===== src/rtl/touch_detector_map.vh =====
// register offsets, field positions, reset values and timing counts
// assumes a 40 MHz pclk; included by the detector design
`ifndef TOUCH_DETECTOR_MAP_VH
`define TOUCH_DETECTOR_MAP_VH
// ************************************************************
// register byte offsets
// ************************************************************
`define OFS_BANK0        12'h000
`define OFS_BANK1        12'h004
`define OFS_BANK2        12'h008
`define OFS_COUNT        12'h00C
`define OFS_STATUS       12'h010
`define OFS_AVERAGE      12'h014
// ************************************************************
// reset values
// ************************************************************
`define RST_BANK0        8'h00
`define RST_BANK1        8'h00
`define RST_BANK2        8'h00
// ************************************************************
// field positions
// ************************************************************
`define B0_TOUCH_HI      7
`define B0_TOUCH_LO      5
`define B0_PROX_HI       4
`define B0_PROX_LO       3
`define B0_POLARITY      1
`define B0_EXT_SEL       0
`define B1_STREAM        7
`define B1_INTV_HI       6
`define B1_INTV_LO       5
`define B1_HALT_HI       4
`define B1_HALT_LO       3
`define B1_CTRL_DIR      0
`define B2_OUT_EVENT     5
`define B2_RELEASE       4
`define B2_TUNE_HI       3
`define B2_TUNE_LO       1
// ************************************************************
// timing in source units and derived counts at 40 MHz
// ************************************************************
`define CLK_HZ           40000000
`define INTV0_US         9010
`define INTV1_US         27000
`define INTV2_US         100000
`define INTV3_US         300000
`define HALT_S_1         18
`define HALT_S_2         60
`define HALT_S_3         3
`define PULSE_MIN_MS     25
`define PULSE_MAX_MS     35
`define EXT_HALT_MS      50
`define PROX_CONSEC      6
`define TOUCH_CONSEC     2
// least times round up, longest times round down
`define INTV0_CYC  ((`INTV0_US * (`CLK_HZ / 1000000)))
`define INTV1_CYC  ((`INTV1_US * (`CLK_HZ / 1000000)))
`define INTV2_CYC  ((`INTV2_US * (`CLK_HZ / 1000000)))
`define INTV3_CYC  ((`INTV3_US * (`CLK_HZ / 1000000)))
`define PULSE_MIN_CYC    ((`PULSE_MIN_MS * (`CLK_HZ / 1000)) + 1)
`define PULSE_MAX_CYC    ((`PULSE_MAX_MS * (`CLK_HZ / 1000)) - 1)
`define EXT_HALT_CYC     (`EXT_HALT_MS * (`CLK_HZ / 1000))
`endif


===== src/rtl/touch_detector.v =====
// single-channel proximity/touch detection logic with option banks on apb
// assumes a charge-transfer front end that reports pulses and a trip
`timescale 1ns/10ps
`include "touch_detector_map.vh"

module touch_detector #(
  parameter        CNT_W         = 12,
  parameter [31:0] INTV0_CYC     = `INTV0_CYC,
  parameter [31:0] INTV1_CYC     = `INTV1_CYC,
  parameter [31:0] INTV2_CYC     = `INTV2_CYC,
  parameter [31:0] INTV3_CYC     = `INTV3_CYC,
  parameter [31:0] SEC_CYC       = `CLK_HZ,
  parameter [31:0] PULSE_MIN_CYC = `PULSE_MIN_CYC,
  parameter [31:0] PULSE_MAX_CYC = `PULSE_MAX_CYC,
  parameter [31:0] EXT_HALT_CYC  = `EXT_HALT_CYC
) (
  // clock, reset, enable
  input  wire             pclk,
  input  wire             presetn,
  input  wire             clk_en,
  // apb slave
  input  wire             psel,
  input  wire             penable,
  input  wire             pwrite,
  input  wire [11:0]      paddr,
  input  wire [31:0]      pwdata,
  output reg  [31:0]      prdata,
  output reg              pready,
  output reg              pslverr,
  // front end
  input  wire             xfer_pulse,
  input  wire             ref_trip,
  output reg              charge_run,
  output reg  [9:0]       tuning_target,
  output reg              tuning_start,
  output reg              stream_enable,
  // pins
  output reg              detect_out,
  output reg              detect_oe,
  input  wire             ctrl_in,
  output reg              ctrl_out,
  output reg              ctrl_oe
);

  // ************************************************************
  // states
  // ************************************************************
  localparam [1:0] ST_IDLE  = 2'h0;
  localparam [1:0] ST_PROX  = 2'h1;
  localparam [1:0] ST_TOUCH = 2'h2;

  reg [7:0]       bank0_ff, bank1_ff, bank2_ff;
  reg [CNT_W-1:0] pulse_cnt_ff, count_ff, avg_ff, frozen_ff;
  reg [31:0]      period_ff, halt_ff, ctrl_len_ff;
  reg [1:0]       state_ff;
  reg [2:0]       prox_run_ff, touch_run_ff, rel_run_ff;
  reg             sync1_ff, sync2_ff, ctrl_prev_ff;
  reg             measuring_ff, standby_ff, seeded_ff;
  reg             new_count_ff;

  // ************************************************************
  // option decode
  // ************************************************************
  reg [9:0]       touch_dec;
  reg [5:0]       prox_dec;
  reg [CNT_W-1:0] rel_thr;
  reg [31:0]      interval, halt_limit;
  reg [9:0]       tune_base;
  // decoded at their own width, widened to the count width
  wire [CNT_W-1:0] touch_thr = {{(CNT_W-10){1'b0}}, touch_dec};
  wire [CNT_W-1:0] prox_thr  = {{(CNT_W-6){1'b0}}, prox_dec};
  always @* begin
    case (bank0_ff[`B0_TOUCH_HI:`B0_TOUCH_LO])
      3'h0:    touch_dec = 10'h028;
      3'h1:    touch_dec = 10'h03C;
      3'h2:    touch_dec = 10'h064;
      3'h3:    touch_dec = 10'h0C8;
      3'h4:    touch_dec = 10'h168;
      3'h5:    touch_dec = 10'h1F4;
      3'h6:    touch_dec = 10'h2BC;
      default: touch_dec = 10'h384;
    endcase
    case (bank0_ff[`B0_PROX_HI:`B0_PROX_LO])
      2'h0:    prox_dec = 6'h04;
      2'h1:    prox_dec = 6'h08;
      2'h2:    prox_dec = 6'h10;
      default: prox_dec = 6'h20;
    endcase
    if (bank2_ff[`B2_RELEASE])
      rel_thr = touch_thr - (touch_thr >> 3);
    else
      rel_thr = touch_thr - (touch_thr >> 2);
    case (bank1_ff[`B1_INTV_HI:`B1_INTV_LO])
      2'h0:    interval = INTV0_CYC;
      2'h1:    interval = INTV1_CYC;
      2'h2:    interval = INTV2_CYC;
      default: interval = INTV3_CYC;
    endcase
    // halt limit in pclk cycles; zero means forever
    case (bank1_ff[`B1_HALT_HI:`B1_HALT_LO])
      2'h0:    halt_limit = 32'h0;
      2'h1:    halt_limit = `HALT_S_1 * SEC_CYC;
      2'h2:    halt_limit = `HALT_S_2 * SEC_CYC;
      default: halt_limit = `HALT_S_3 * SEC_CYC;
    endcase
    case (bank2_ff[`B2_TUNE_HI:`B2_TUNE_LO])
      3'h0:    tune_base = 10'd200;
      3'h1:    tune_base = 10'd250;
      3'h2:    tune_base = 10'd300;
      3'h3:    tune_base = 10'd350;
      3'h4:    tune_base = 10'd400;
      3'h5:    tune_base = 10'd550;
      3'h6:    tune_base = 10'd700;
      default: tune_base = 10'd850;
    endcase
  end

  // ************************************************************
  // control pin measurement
  // ************************************************************
  wire ctrl_is_in  = ~bank1_ff[`B1_CTRL_DIR];
  wire ext_high    = ctrl_is_in & sync2_ff & (ctrl_len_ff > EXT_HALT_CYC);
  wire charge_halt = ext_high & ~bank0_ff[`B0_EXT_SEL];
  wire filter_halt = ext_high & bank0_ff[`B0_EXT_SEL];
  // pulse window on the falling edge
  wire valid_pulse = ctrl_is_in & ctrl_prev_ff & ~sync2_ff &
                     (ctrl_len_ff >= PULSE_MIN_CYC) & (ctrl_len_ff <= PULSE_MAX_CYC);

  // ************************************************************
  // divergence
  // ************************************************************
  wire below_prox  = (avg_ff > count_ff) && ((avg_ff - count_ff) > prox_thr);
  wire below_touch = (avg_ff > count_ff) && ((avg_ff - count_ff) > touch_thr);
  wire above_rel   = (count_ff > avg_ff) && ((count_ff - avg_ff) >= rel_thr);
  wire halt_fault  = (halt_limit != 32'h0) && (halt_ff >= halt_limit) && !filter_halt;

  // ************************************************************
  // apb
  // ************************************************************
  wire acc  = psel & penable & ~pready;
  // write lands at the edge that completes the access
  wire wr   = psel & penable & pready & pwrite;
  reg  [31:0] rd_mux;
  reg         rd_err;
  always @* begin
    rd_err = 1'b0;
    case (paddr)
      `OFS_BANK0:   rd_mux = {24'h0, bank0_ff};
      `OFS_BANK1:   rd_mux = {24'h0, bank1_ff};
      `OFS_BANK2:   rd_mux = {24'h0, bank2_ff};
      `OFS_COUNT:   rd_mux = {{(32-CNT_W){1'b0}}, count_ff};
      `OFS_STATUS:  rd_mux = {26'h0, seeded_ff, standby_ff, ctrl_is_in, measuring_ff,
                              state_ff};
      `OFS_AVERAGE: rd_mux = {{(32-CNT_W){1'b0}}, avg_ff};
      default: begin
        rd_mux = 32'h0;
        rd_err = 1'b1;
      end
    endcase
  end

  always @(posedge pclk or negedge presetn) begin
    if (!presetn) begin
      bank0_ff <= `RST_BANK0;
      bank1_ff <= `RST_BANK1;
      bank2_ff <= `RST_BANK2;
      prdata   <= 32'h0;
      pready   <= 1'b0;
      pslverr  <= 1'b0;
    end else if (clk_en) begin
      pready  <= acc;
      pslverr <= acc & rd_err;
      if (acc && !pwrite)
        prdata <= rd_mux;
      if (wr && paddr == `OFS_BANK0)
        bank0_ff <= pwdata[7:0] & 8'hFB;
      if (wr && paddr == `OFS_BANK1)
        bank1_ff <= pwdata[7:0] & 8'hF9;
      if (wr && paddr == `OFS_BANK2)
        bank2_ff <= pwdata[7:0] & 8'h3E;
    end
  end

  // ************************************************************
  // measurement, filter and detection
  // ************************************************************
  always @(posedge pclk or negedge presetn) begin
    if (!presetn) begin
      sync1_ff      <= 1'b0;
      sync2_ff      <= 1'b0;
      ctrl_prev_ff  <= 1'b0;
      ctrl_len_ff   <= 32'h0;
      period_ff     <= 32'h0;
      halt_ff       <= 32'h0;
      pulse_cnt_ff  <= {CNT_W{1'b0}};
      count_ff      <= {CNT_W{1'b0}};
      avg_ff        <= {CNT_W{1'b0}};
      frozen_ff     <= {CNT_W{1'b0}};
      state_ff      <= ST_IDLE;
      prox_run_ff   <= 3'h0;
      touch_run_ff  <= 3'h0;
      rel_run_ff    <= 3'h0;
      measuring_ff  <= 1'b0;
      standby_ff    <= 1'b0;
      seeded_ff     <= 1'b0;
      new_count_ff  <= 1'b0;
      charge_run    <= 1'b0;
      tuning_start  <= 1'b0;
      tuning_target <= 10'h0;
      stream_enable <= 1'b0;
    end else if (clk_en) begin
      sync1_ff      <= ctrl_in;
      sync2_ff      <= sync1_ff;
      ctrl_prev_ff  <= sync2_ff;
      tuning_target <= tune_base;
      stream_enable <= bank1_ff[`B1_STREAM];
      if (!sync2_ff)
        ctrl_len_ff <= 32'h0;
      else if (ctrl_len_ff != 32'hFFFFFFFF)
        ctrl_len_ff <= ctrl_len_ff + 32'h1;
      tuning_start <= valid_pulse;
      new_count_ff <= 1'b0;
      if (period_ff >= interval - 32'h1)
        period_ff <= 32'h0;
      else
        period_ff <= period_ff + 32'h1;
      // stop only between cycles, reseed on release
      if (!measuring_ff && charge_halt)
        standby_ff <= 1'b1;
      else if (standby_ff && !charge_halt) begin
        standby_ff <= 1'b0;
        seeded_ff  <= 1'b0;
      end
      if (period_ff == 32'h0 && !measuring_ff && !standby_ff && !charge_halt) begin
        measuring_ff <= 1'b1;
        charge_run   <= 1'b1;
        pulse_cnt_ff <= {CNT_W{1'b0}};
      end else if (measuring_ff) begin
        if (ref_trip) begin
          measuring_ff <= 1'b0;
          charge_run   <= 1'b0;
          count_ff     <= pulse_cnt_ff;
          new_count_ff <= 1'b1;
        end else if (xfer_pulse)
          pulse_cnt_ff <= pulse_cnt_ff + {{(CNT_W-1){1'b0}}, 1'b1};
      end
      if (state_ff == ST_PROX && !filter_halt)
        halt_ff <= halt_ff + 32'h1;
      else if (state_ff != ST_PROX)
        halt_ff <= 32'h0;
      if (halt_fault || valid_pulse) begin
        state_ff     <= ST_IDLE;
        seeded_ff    <= 1'b0;
        prox_run_ff  <= 3'h0;
        touch_run_ff <= 3'h0;
      end else if (new_count_ff) begin
        if (!seeded_ff) begin
          avg_ff    <= count_ff;
          seeded_ff <= 1'b1;
        end else begin
          touch_run_ff <= below_touch ? ((touch_run_ff == 3'h7) ? 3'h7 : touch_run_ff + 3'h1)
                                      : 3'h0;
          prox_run_ff  <= below_prox ? ((prox_run_ff == 3'h7) ? 3'h7 : prox_run_ff + 3'h1)
                                     : 3'h0;
          case (state_ff)
            ST_IDLE: begin
              if (below_prox && prox_run_ff >= `PROX_CONSEC - 1) begin
                state_ff  <= ST_PROX;
                frozen_ff <= avg_ff;
              end else if (!filter_halt)
                avg_ff <= avg_ff - (avg_ff >> 4) + (count_ff >> 4);
            end
            ST_PROX: begin
              if (below_touch && touch_run_ff >= `TOUCH_CONSEC - 1) begin
                avg_ff   <= frozen_ff - touch_thr;
                state_ff <= ST_TOUCH;
              end else if (!below_prox)
                state_ff <= ST_IDLE;
            end
            ST_TOUCH: begin
              // release when above by release threshold
              if (above_rel)
                state_ff <= ST_IDLE;
              else if (!filter_halt)
                avg_ff <= avg_ff - (avg_ff >> 4) + (count_ff >> 4);
            end
            default: state_ff <= ST_IDLE;
          endcase
        end
      end
    end
  end

  // ************************************************************
  // pin drivers
  // ************************************************************
  wire prox_act  = (state_ff != ST_IDLE);
  wire event_act = bank2_ff[`B2_OUT_EVENT] ? (state_ff == ST_TOUCH) : prox_act;
  wire act_high  = bank0_ff[`B0_POLARITY] | bank1_ff[`B1_STREAM];
  always @(posedge pclk or negedge presetn) begin
    if (!presetn) begin
      detect_out <= 1'b0;
      detect_oe  <= 1'b0;
      ctrl_out   <= 1'b0;
      ctrl_oe    <= 1'b0;
    end else if (clk_en) begin
      if (act_high) begin
        detect_out <= event_act;
        detect_oe  <= 1'b1;
      end else begin
        detect_out <= 1'b0;
        detect_oe  <= event_act;
      end
      ctrl_oe  <= ~ctrl_is_in;
      ctrl_out <= ctrl_is_in ? 1'b0 : (act_high ? prox_act : ~prox_act);
    end
  end

endmodule


===== config.mk =====
export PLATFORM = sky130hd
export DESIGN_NAME = touch_detector
export DESIGN_NICKNAME = d
export VERILOG_FILES = /design/src/rtl/touch_detector.v
export VERILOG_INCLUDE_DIRS = /design/src /design/src/rtl
export SDC_FILE = /design/constraint.sdc
export NUM_CORES = 1
export LEC_CHECK = 0
export ABC_AREA = 0
export BUFFER_PORTS_ARGS = -buffer_cell sky130_fd_sc_hd__buf_4
export CAP_MARGIN = 15
export CORE_MARGIN = 3
export CORE_UTILIZATION = 25
export CTS_CLUSTER_SIZE = 14
export DETAILED_ROUTE_END_ITERATION = 7
export PLACE_DENSITY = 0.51
export SLEW_MARGIN = 20
export SYNTH_ARGS = -nofsm -noshare
export SYNTH_HDL_FRONTEND = slang
export SYNTH_SLANG_ARGS = --single-unit

===== constraint.sdc =====
create_clock -name pclk -period 5.5 [get_ports pclk]
set_input_delay 0.275 -clock pclk [delete_from_list [all_inputs] [get_ports pclk]]
set_output_delay 0.275 -clock pclk [all_outputs]
set_load 0.05 [all_outputs]

==> impl_metrics.env, run 1 <==
export IMPL_slew_headroom=0.283
export IMPL_yosys_top_cells_area="dfrtp_1 36%, ha_1 11%, nor2_1 4.5%"
export IMPL_path_class="reg -> reg"
export IMPL_syn_inst=1632
export IMPL_dpl_instance_area_um2=15800
export IMPL_tightest_slew_ns=1.07
export IMPL_dp_hpwl_mm=32.2
export IMPL_antenna_found_initial=2
export IMPL_core_area_um2=56800
export IMPL_setup_viol=0
export IMPL_crit_path_start_kind="register"
export IMPL_place_ws_ns=-0.00792
export IMPL_clk_pin_slew_ns=0.06
export IMPL_finalHoldViolCount=0
export IMPL_synthDistinctLibCells=70
export IMPL_synth_most_common_cell="dfrtp_1"
export IMPL_yosysSeqAreaShare=0.358
export IMPL_finalCritPeriodShare=0.935
export IMPL_die_area_um2=60700
export IMPL_vias=12200
export IMPL_fp_dieW_um=246
export IMPL_maxCapViolations=0
export IMPL_numCtsBuffers=26
export IMPL_cts_buffer_depth=3
export IMPL_slowest_delay_ns=0.44
export IMPL_grt_usage=0.138
export IMPL_p_clk_frac=0.267
export IMPL_switching_share=0.403
export IMPL_cts_tree="yes"
export IMPL_boundaryPins=104
export IMPL_hp_class="in -> reg"
export IMPL_synth_warnings=0
export IMPL_total_power_mw=6.28
export IMPL_whs_ns=0.0547
export IMPL_synth_edf_count=0
export IMPL_synthArstFlopShare=1.00
export IMPL_synth_top_cell_by_area="dfrtp_1"
export IMPL_synth_top_area_frac=0.358
export IMPL_routed_wirelength_mm=42.5
export IMPL_avgSynthCellArea_um2=8.86
export IMPL_ys_top_cells_by_count="207 x dfrtp_1, 174 x nor2_1, 126 x ha_1"
export IMPL_synth_seq_cells=207
export IMPL_gr_total_overflow=0
export IMPL_die_y_um=246
export IMPL_slowest_stage="dfrtp_2"
export IMPL_layout_area_overhead_vs_synth_pct=15.7
export IMPL_dr_pass1_iters=5
export IMPL_vdd_drop_max_mv=0.246
export IMPL_power_internal_mw=3.75
export IMPL_finalNonFillerCells=2477
export IMPL_drcViolationCount=0
export IMPL_p_leak_nw=7.72
export IMPL_grt_pass1_vias=11800
export IMPL_cts_sinks=207
export IMPL_finalClockSkew_ns=0.0249
export IMPL_cellPowerDensity_nw_per_um2=376
export IMPL_io_buffers=58
export IMPL_fillCellCount=6065
export IMPL_design_area_um2=16700
export IMPL_cts_max_level=1
export IMPL_routabilityCongestion=0.911
export IMPL_fin_nets=1891
export IMPL_crit_required_ns=5.89
export IMPL_fin_crit_ns=5.14
export IMPL_rows=87
export IMPL_cpMostUsedCell="a21oi_1"
export IMPL_drive_gt1_frac=0.111
export IMPL_start_util=0.254
export IMPL_detail_route_wl_per_cell_um=17.2
export IMPL_ys_flop_type="dfrtp_1"
export IMPL_status="finished, final reports clean"
export IMPL_netSwitchingPower_mw=2.53
export IMPL_drt_antenna_violating_nets=0
export IMPL_clk_insertion_delay_late_ns=0.56
export IMPL_crit_arrival_ns=5.53
export IMPL_seq_power_share=0.296
export IMPL_crit_chain="and3b_1, or2_2, a21oi_1, ha_1, a21o_1, a21o_1, maj3_1, a21oi_2, o21bai_1, a21oi_2, nand3_1, ha_1, a2111o_1, a211oi_1, o31a_1, o41ai_2, a31oi_1, a21oi_1, or3_4, o32ai_2, a21oi_1"
export IMPL_final_max_slew_viol_count=0
export IMPL_placed_cells=2419
export IMPL_rsz0062_at_grt="false"
export IMPL_grt_max_degree=90
export IMPL_dr_first_iter_drc_count=847
export IMPL_grt_pass1_wl_mm=67.3
export IMPL_critPathMaxFanout=7
export IMPL_vias_per_cell=4.94
export IMPL_clock_root_buffer="clkbuf_16"
export IMPL_combPwrFrac=0.437
export IMPL_crit_path_end_kind="register"
export IMPL_syn_area_um2=14500
export IMPL_clock_fmax_ghz=0.194
export IMPL_timing_final_ws_setup_ns=0.357
[layout by cell type, fill, tap and decap left out, drive strengths merged, types with 31 or more instances in the layout]
master / count
o21ai: 105
xor2: 64
nand4: 33
nand3: 59
nor3: 34
mux2: 37
ha: 126
buf: 90
xnor2: 54
inv: 106
clkbuf: 40
a21oi: 88
nor2: 174
dfrtp: 207
and3: 31
nand2: 124
[metrics by stage]
| stage | TNS (ns) | util |
|---|---|---|
| after global placement | 0 | 0.277 |
| after detailed placement | -0.0150 | 0.277 |
| after floorplan | 0 | - |
| after CTS | -0.00118 | 0.294 |
| after global routing | 0 | 0.294 |
| final | 0 | 0.294 |
[registers in the layout, indices dropped and copies added (netlist names), 9 cells and up]
| name | cells |
|---|---|
| avg_ff | 12 |
| count_ff | 12 |
| ctrl_len_ff | 32 |
| frozen_ff | 12 |
| halt_ff | 32 |
| period_ff | 32 |
| prdata | 12 |
| pulse_cnt_ff | 12 |
| tuning_target | 9 |
[final cells by class]
class,instances,area [um^2],share of cell area
tap,756,946,0.0565
sequential,207,5180,0.310
clock buffer,40,753,0.0450
inverter,105,394,0.0236
timing repair buffer,100,783,0.0468
clock inverter,7,78.8,0.00471
multi-input combinational,1261,8590,0.513
antenna,1,2.50,0.000150
[final timing paths]
path                        startpoint               end  slack (ns)  depth (start not counted)
min reg2reg                 charge_run        charge_run        0.48                          1
min                          pwdata[7]       bank1_ff[7]        0.05                          2
max                        bank0_ff[6]        avg_ff[11]        0.36                         21
min in group asynchronous      presetn  tuning_target[7]        0.31                          2
max reg2reg                bank0_ff[6]        avg_ff[11]        0.36                         21
max in group asynchronous      presetn       bank0_ff[6]        3.76                          3
[critical path, delay by kind of cell, from the launching register on]
| family | cells | cell delay [ns] |
|---|---|---|
| AND/OR/NAND/NOR | 4 | 1.04 |
| AO/OA/AOI/OAI | 14 | 2.50 |
| flip-flops | 1 | 0.44 |
| adder cells (fa/ha/maj) | 3 | 0.97 |
[kinds of logic after synthesis]
group	after synthesis	synth area share
DFF	207	0.358
AOI/OAI and AO/OA	360	0.158
adders and majority gates	139	0.126
other	1	0.000259
buffers and inverters	186	0.0555
xor gates and xnor gates	119	0.0731
muxes	48	0.0364
and+or+nand+nor	572	0.193
[layer usage]
metal	global-route usage	routed length, um
met5	0	13
met2	0.226	19600
met3	0.0207	1790
met1	0.189	19900
met4	0.0382	1150
[timing repair]
item                       4_1_cts  5_1_grt
buffers inserted                 0        0
hold buffers                    10        0
gates resized for setup          2        8
hold endpoints to repair       103        0
setup endpoints to repair        6       12
[power by group through the flow]
stage,logic [mW],clock network [mW],registers (mW)
detailed placement,2.70,0,1.88
floorplan,1.99,0,1.84
finish,2.75,1.68,1.86
CTS,2.73,1.73,1.86
global placement,2.67,0,1.87
global route,3.08,1.80,1.88
(Power assumes the default switching activity.)
==> inputs of run 2 (changes only) <==
- CELL_PAD_IN_SITES_DETAIL_PLACEMENT: not set -> 1
- CELL_PAD_IN_SITES_GLOBAL_PLACEMENT: not set -> 1
- PLACE_DENSITY: 0.51 -> 0.6
==> impl_metrics.env, run 2 (synthesis results as in run 1) <==
export IMPL_die_area_um2=60700
export IMPL_core_area_um2=56800
export IMPL_clk_insertion_delay_late_ns=0.53
export IMPL_io_buffers=58
export IMPL_fin_nets=1891
export IMPL_cts_buffer_depth=3
export IMPL_drive_gt1_frac=0.118
export IMPL_crit_path_start_kind="register"
export IMPL_total_power_mw=6.47
export IMPL_start_util=0.254
export IMPL_slowest_stage="or3_4"
export IMPL_layout_area_overhead_vs_synth_pct=16.2
export IMPL_finalClockSkew_ns=0.00884
export IMPL_clock_fmax_ghz=0.191
export IMPL_antenna_found_initial=0
export IMPL_detail_route_wl_per_cell_um=18.6
export IMPL_path_class="reg -> reg"
export IMPL_crit_family="compound AO/OA/AOI/OAI gates"
export IMPL_place_ws_ns=-0.253
export IMPL_routabilityCongestion=0.832
export IMPL_grt_max_degree=108
export IMPL_finalHoldViolCount=0
export IMPL_rows=87
export IMPL_cts_max_level=1
export IMPL_fp_dieW_um=246
export IMPL_grt_usage=0.151
export IMPL_die_y_um=246
export IMPL_grt_pass1_wl_mm=73.6
export IMPL_crit_path_end_kind="register"
export IMPL_dp_hpwl_mm=35.4
export IMPL_fin_crit_ns=5.24
export IMPL_cts_sinks=207
export IMPL_dr_first_iter_drc_count=486
export IMPL_vdd_drop_max_mv=0.218
export IMPL_dpl_instance_area_um2=15800
export IMPL_drt_antenna_violating_nets=0
export IMPL_clock_root_buffer="clkbuf_16"
export IMPL_final_cell_mix="205 x dfrtp_1, 170 x nor2_1, 126 x ha_1, 124 x nand2_1, 105 x inv_1"
export IMPL_critPathBufInv=1
export IMPL_maxCapViolations=0
export IMPL_seq_area_um2=5180
export IMPL_crit_required_ns=5.88
export IMPL_p_leak_nw=7.77
export IMPL_finalCritPeriodShare=0.953
export IMPL_setup_viol=0
export IMPL_cellPowerDensity_nw_per_um2=385
export IMPL_cts_tree="yes"
export IMPL_crit_arrival_ns=5.62
export IMPL_tightest_slew_ns=1.03
export IMPL_diodes=0
export IMPL_fillCellCount=6699
export IMPL_multi_input_area_um2=8610
export IMPL_drcViolationCount=0
export IMPL_numCtsBuffers=25
export IMPL_critPathMaxFanout=8
export IMPL_grt_pass1_vias=12900
export IMPL_boundaryPins=104
export IMPL_status="finished, final reports clean"
export IMPL_dr_pass1_iters=4
export IMPL_timing_final_ws_setup_ns=0.260
export IMPL_final_max_slew_viol_count=0
export IMPL_reg_largest_list="ctrl_len_ff (32), halt_ff (32), period_ff (32)"
export IMPL_design_area_um2=16800
export IMPL_slowest_delay_ns=0.50
export IMPL_final_common_cell="dfrtp_1"
export IMPL_slew_headroom=0.313
export IMPL_vias=12200
export IMPL_vias_per_cell=4.95
export IMPL_hp_class="in -> reg"
export IMPL_timing_setup_tns_ns=0
export IMPL_whs_ns=0.0275
export IMPL_crit_chain="inv_1, ha_1, nor2_1, o21ai_2, a21oi_1, ha_1, a21o_1, a21o_1, maj3_1, a21oi_2, o21bai_1, a21oi_2, nand3_1, ha_1, a2111o_1, a211oi_2, o31a_1, o41ai_2, a31oi_1, a21oi_1, or3_4, o32ai_2, a21oi_1"
export IMPL_routed_wirelength_mm=45.9
export IMPL_clk_pin_slew_ns=0.06
export IMPL_gr_total_overflow=0
[run 2: changes by cell type in the layout (fill, tap and decap cells not counted), sizes merged]
cell	change
clkinv	-3
bufinv	+4
inv	-1
clkinvlp	+1
buf	+6
dlygate4sd3	-5
diode	-1
clkbuf	-5
[run 2: report_power, final]
group | switching, mW | total (mW) | internal (mW)
Sequential | 0.231 | 1.87 | 1.64
Clock | 0.671 | 1.80 | 1.13
Combinational | 1.67 | 2.80 | 1.13
Total | 2.57 | 6.47 | 3.90
[run 2: worst reg2reg max path, cell delays in order, from the launching register on]
cell and delay, ns:
dfrtp_2 0.43, inv_1 0.12, ha_1 0.20, nor2_1 0.08
o21ai_2 0.23, a21oi_1 0.13, ha_1 0.22, a21o_1 0.17
a21o_1 0.20, maj3_1 0.37, a21oi_2 0.16, o21bai_1 0.10
a21oi_2 0.15, nand3_1 0.13, ha_1 0.32, a2111o_1 0.41
a211oi_2 0.23, o31a_1 0.18, o41ai_2 0.10, a31oi_1 0.19
a21oi_1 0.10, or3_4 0.50, o32ai_2 0.28, a21oi_1 0.09
[run 2: through the flow]
step	util	instances
finish	0.296	2473
global route	0.296	2473
CTS	0.295	2472
detailed placement	0.278	2424
global placement	0.278	2424
floorplan	-	1654
[run 2: final timing paths]
kind / start / endpoint / slack, ns / depth (start not counted)
worst max-delay path: bank0_ff[6] / avg_ff[11] / 0.26 / 23
worst min-delay path: pwdata[4] / bank1_ff[4] / 0.03 / 3
worst max register to register: bank0_ff[6] / avg_ff[11] / 0.26 / 23
worst min register to register: prdata[0] / prdata[0] / 0.48 / 2
max in group asynchronous: presetn / pulse_cnt_ff[6] / 3.73 / 3
min in group asynchronous: presetn / ctrl_len_ff[25] / 0.35 / 2
[run 2: routing by layer]
metal	vias up	share of wire	track usage
met5	-	0	0
met4	0	0.015	0.0295
met3	44	0.027	0.0122
met2	159	0.49	0.263
met1	6162	0.47	0.203
li1	5867	-	-
[run 2: cell type report]
| cell class | instances | area share |
|---|---|---|
| well taps | 756 | 0.0563 |
| clock inverters | 8 | 0.00998 |
| inverters | 105 | 0.0235 |
| multi-input cells | 1261 | 0.513 |
| clock buffers | 35 | 0.0425 |
| flip-flops and latches | 207 | 0.309 |
| repair buffers | 101 | 0.0463 |
[run 2: timing repair]
item	in CTS	in global routing
endpoints found under the hold margin	110	0
hold buffers	5	0
pin swaps	0	3
setup endpoints to repair	12	12
resized for setup	2	13
setup buffers	0	1
==> inputs of run 3 (changes only) <==
- BUFFER_PORTS_ARGS: -buffer_cell sky130_fd_sc_hd__buf_4 -> not set
- CORE_UTILIZATION: 25 -> 30
- DONT_BUFFER_PORTS: not set -> 1
- PLACE_DENSITY: 0.6 -> 0.52
==> impl_metrics.env, run 3 (synthesis results as in run 1) <==
export IMPL_dp_hpwl_mm=35.1
export IMPL_p_clk_frac=0.305
export IMPL_vias_per_cell=5.24
export IMPL_dr_pass1_iters=5
export IMPL_dr_first_iter_drc_count=601
export IMPL_gr_total_overflow=0
export IMPL_p_leak_nw=7.69
export IMPL_core_area_um2=47100
export IMPL_vdd_drop_max_mv=0.243
export IMPL_reg_largest_list="ctrl_len_ff (32), halt_ff (32), period_ff (32)"
export IMPL_die_area_um2=50800
export IMPL_vias=12100
export IMPL_drive_gt1_frac=0.0998
export IMPL_status="finished, final reports clean"
export IMPL_crit_chain="and3b_1, or2_2, a21oi_1, ha_1, a21o_1, a21o_1, maj3_1, a21oi_2, o21bai_1, a21oi_2, nand3_1, ha_1, a2111o_1, a211oi_2, o31a_1, o41ai_1, buf_4, a31oi_1, a21oi_2, or3_4, o32ai_2, a21oi_1"
export IMPL_grt_max_degree=208
export IMPL_detail_route_wl_per_cell_um=20.5
export IMPL_final_cell_mix="206 x dfrtp_1, 171 x nor2_1, 125 x ha_1, 124 x nand2_1, 104 x inv_1"
export IMPL_place_ws_ns=-0.255
export IMPL_final_common_cell="dfrtp_1"
export IMPL_crit_arrival_ns=5.65
export IMPL_drt_antenna_violating_nets=0
export IMPL_cts_buffer_depth=3
export IMPL_path_class="reg -> reg"
export IMPL_fin_crit_ns=5.21
export IMPL_cellPowerDensity_nw_per_um2=405
export IMPL_finalHoldViolCount=0
export IMPL_clk_pin_slew_ns=0.06
export IMPL_tightest_slew_ns=1.07
export IMPL_grt_pass1_vias=12600
export IMPL_rows=79
export IMPL_diodes=0
export IMPL_critPathBufInv=1
export IMPL_fillCellCount=5495
export IMPL_switching_share=0.398
export IMPL_slew_headroom=0.285
export IMPL_numCtsBuffers=29
export IMPL_maxCapViolations=0
export IMPL_final_max_slew_viol_count=0
export IMPL_antenna_found_initial=3
export IMPL_grt_usage=0.186
export IMPL_setup_viol=0
export IMPL_clock_fmax_ghz=0.192
export IMPL_crit_path_start_kind="register"
export IMPL_critPathMaxFanout=8
export IMPL_timing_final_ws_setup_ns=0.295
export IMPL_routed_wirelength_mm=47.2
export IMPL_multi_input_area_um2=8610
export IMPL_crit_required_ns=5.95
export IMPL_cts_tree="yes"
export IMPL_finalClockSkew_ns=0.0366
export IMPL_finalCritPeriodShare=0.946
export IMPL_slowest_stage="or3_4"
export IMPL_grt_pass1_wl_mm=74.5
export IMPL_cts_sinks=207
export IMPL_cpMostUsedCell="a21oi_2"
export IMPL_crit_family="compound AO/OA/AOI/OAI gates"
export IMPL_power_internal_mw=4.05
export IMPL_seq_power_share=0.285
export IMPL_start_util=0.307
export IMPL_seq_area_um2=5180
export IMPL_layout_area_overhead_vs_synth_pct=14.8
export IMPL_clock_root_buffer="clkbuf_16"
export IMPL_drcViolationCount=0
export IMPL_io_buffers=0
export IMPL_fin_nets=1862
export IMPL_fp_dieW_um=225
export IMPL_die_y_um=225
export IMPL_crit_path_end_kind="register"
export IMPL_slowest_delay_ns=0.48
export IMPL_boundaryPins=104
export IMPL_netSwitchingPower_mw=2.67
export IMPL_combPwrFrac=0.409
export IMPL_hp_class="in -> reg"
export IMPL_timing_setup_tns_ns=0
export IMPL_clk_insertion_delay_late_ns=0.60
export IMPL_cts_max_level=1
export IMPL_routabilityCongestion=0.839
==> run 3: worst paths after layout <==
check                        startpoint               to  slack (ns)  cells past startpoint
min                              clk_en     new_count_ff        0.04                      2
max                         bank0_ff[6]       avg_ff[11]        0.29                     22
max reg2reg                 bank0_ff[6]       avg_ff[11]        0.29                     22
max in group asynchronous       presetn      bank0_ff[6]        4.17                      3
min in group asynchronous       presetn  ctrl_len_ff[28]        0.23                      2
min reg2reg                frozen_ff[2]     frozen_ff[2]        0.49                      2
==> run 3: cell type report <==
| class | count | area share |
|---|---|---|
| Multi-Input combinational cell | 1261 | 0.519 |
| Sequential cell | 207 | 0.312 |
| Clock buffer | 37 | 0.0492 |
| Tap cell | 607 | 0.0458 |
| Timing Repair Buffer | 68 | 0.0367 |
| Inverter | 105 | 0.0238 |
| Clock inverter | 16 | 0.0136 |
==> run 3: timing repair <==
| action | 4_1_cts | 5_1_grt |
|---|---|---|
| hold endpoints to repair | 262 | 1 |
| setup buffers | 0 | 1 |
| resized for setup | 4 | 13 |
| setup endpoints to repair | 12 | 12 |
| cloned | 0 | 0 |
| pin swaps | 0 | 4 |
| hold buffers | 19 | 1 |
==> run 3: routing by layer <==
metal	GRT usage	vias to the layer above	routed length (um)
li1	-	5798	-
met1	0.262	6016	22900
met2	0.300	174	21500
met3	0.0309	65	1850
met4	0.0420	6	1020
met5	0	-	32
==> run 3: metrics by stage <==
step                instance area (um^2)  std cells  hold slack [ns]  power [mW]  utilization
detailed placement                 15200       2226          -0.0137        4.62        0.324
global placement                   15200       2226          -0.0130        4.56        0.324
CTS                                16500       2298          0.00189        6.80        0.351
floorplan                          14500       1654          -0.0206        3.83            -
global route                       16600       2301           0.0348        7.23        0.353
finish                             16600       2301           0.0364        6.72        0.353
==> run 3: power by group through the flow <==
stage	logic (mW)	clock network (mW)	registers, mW
floorplan	1.99	0	1.84
global placement	2.62	0	1.94
detailed placement	2.68	0	1.94
CTS	2.76	2.13	1.92
global route	3.10	2.19	1.94
finish	2.75	2.05	1.92
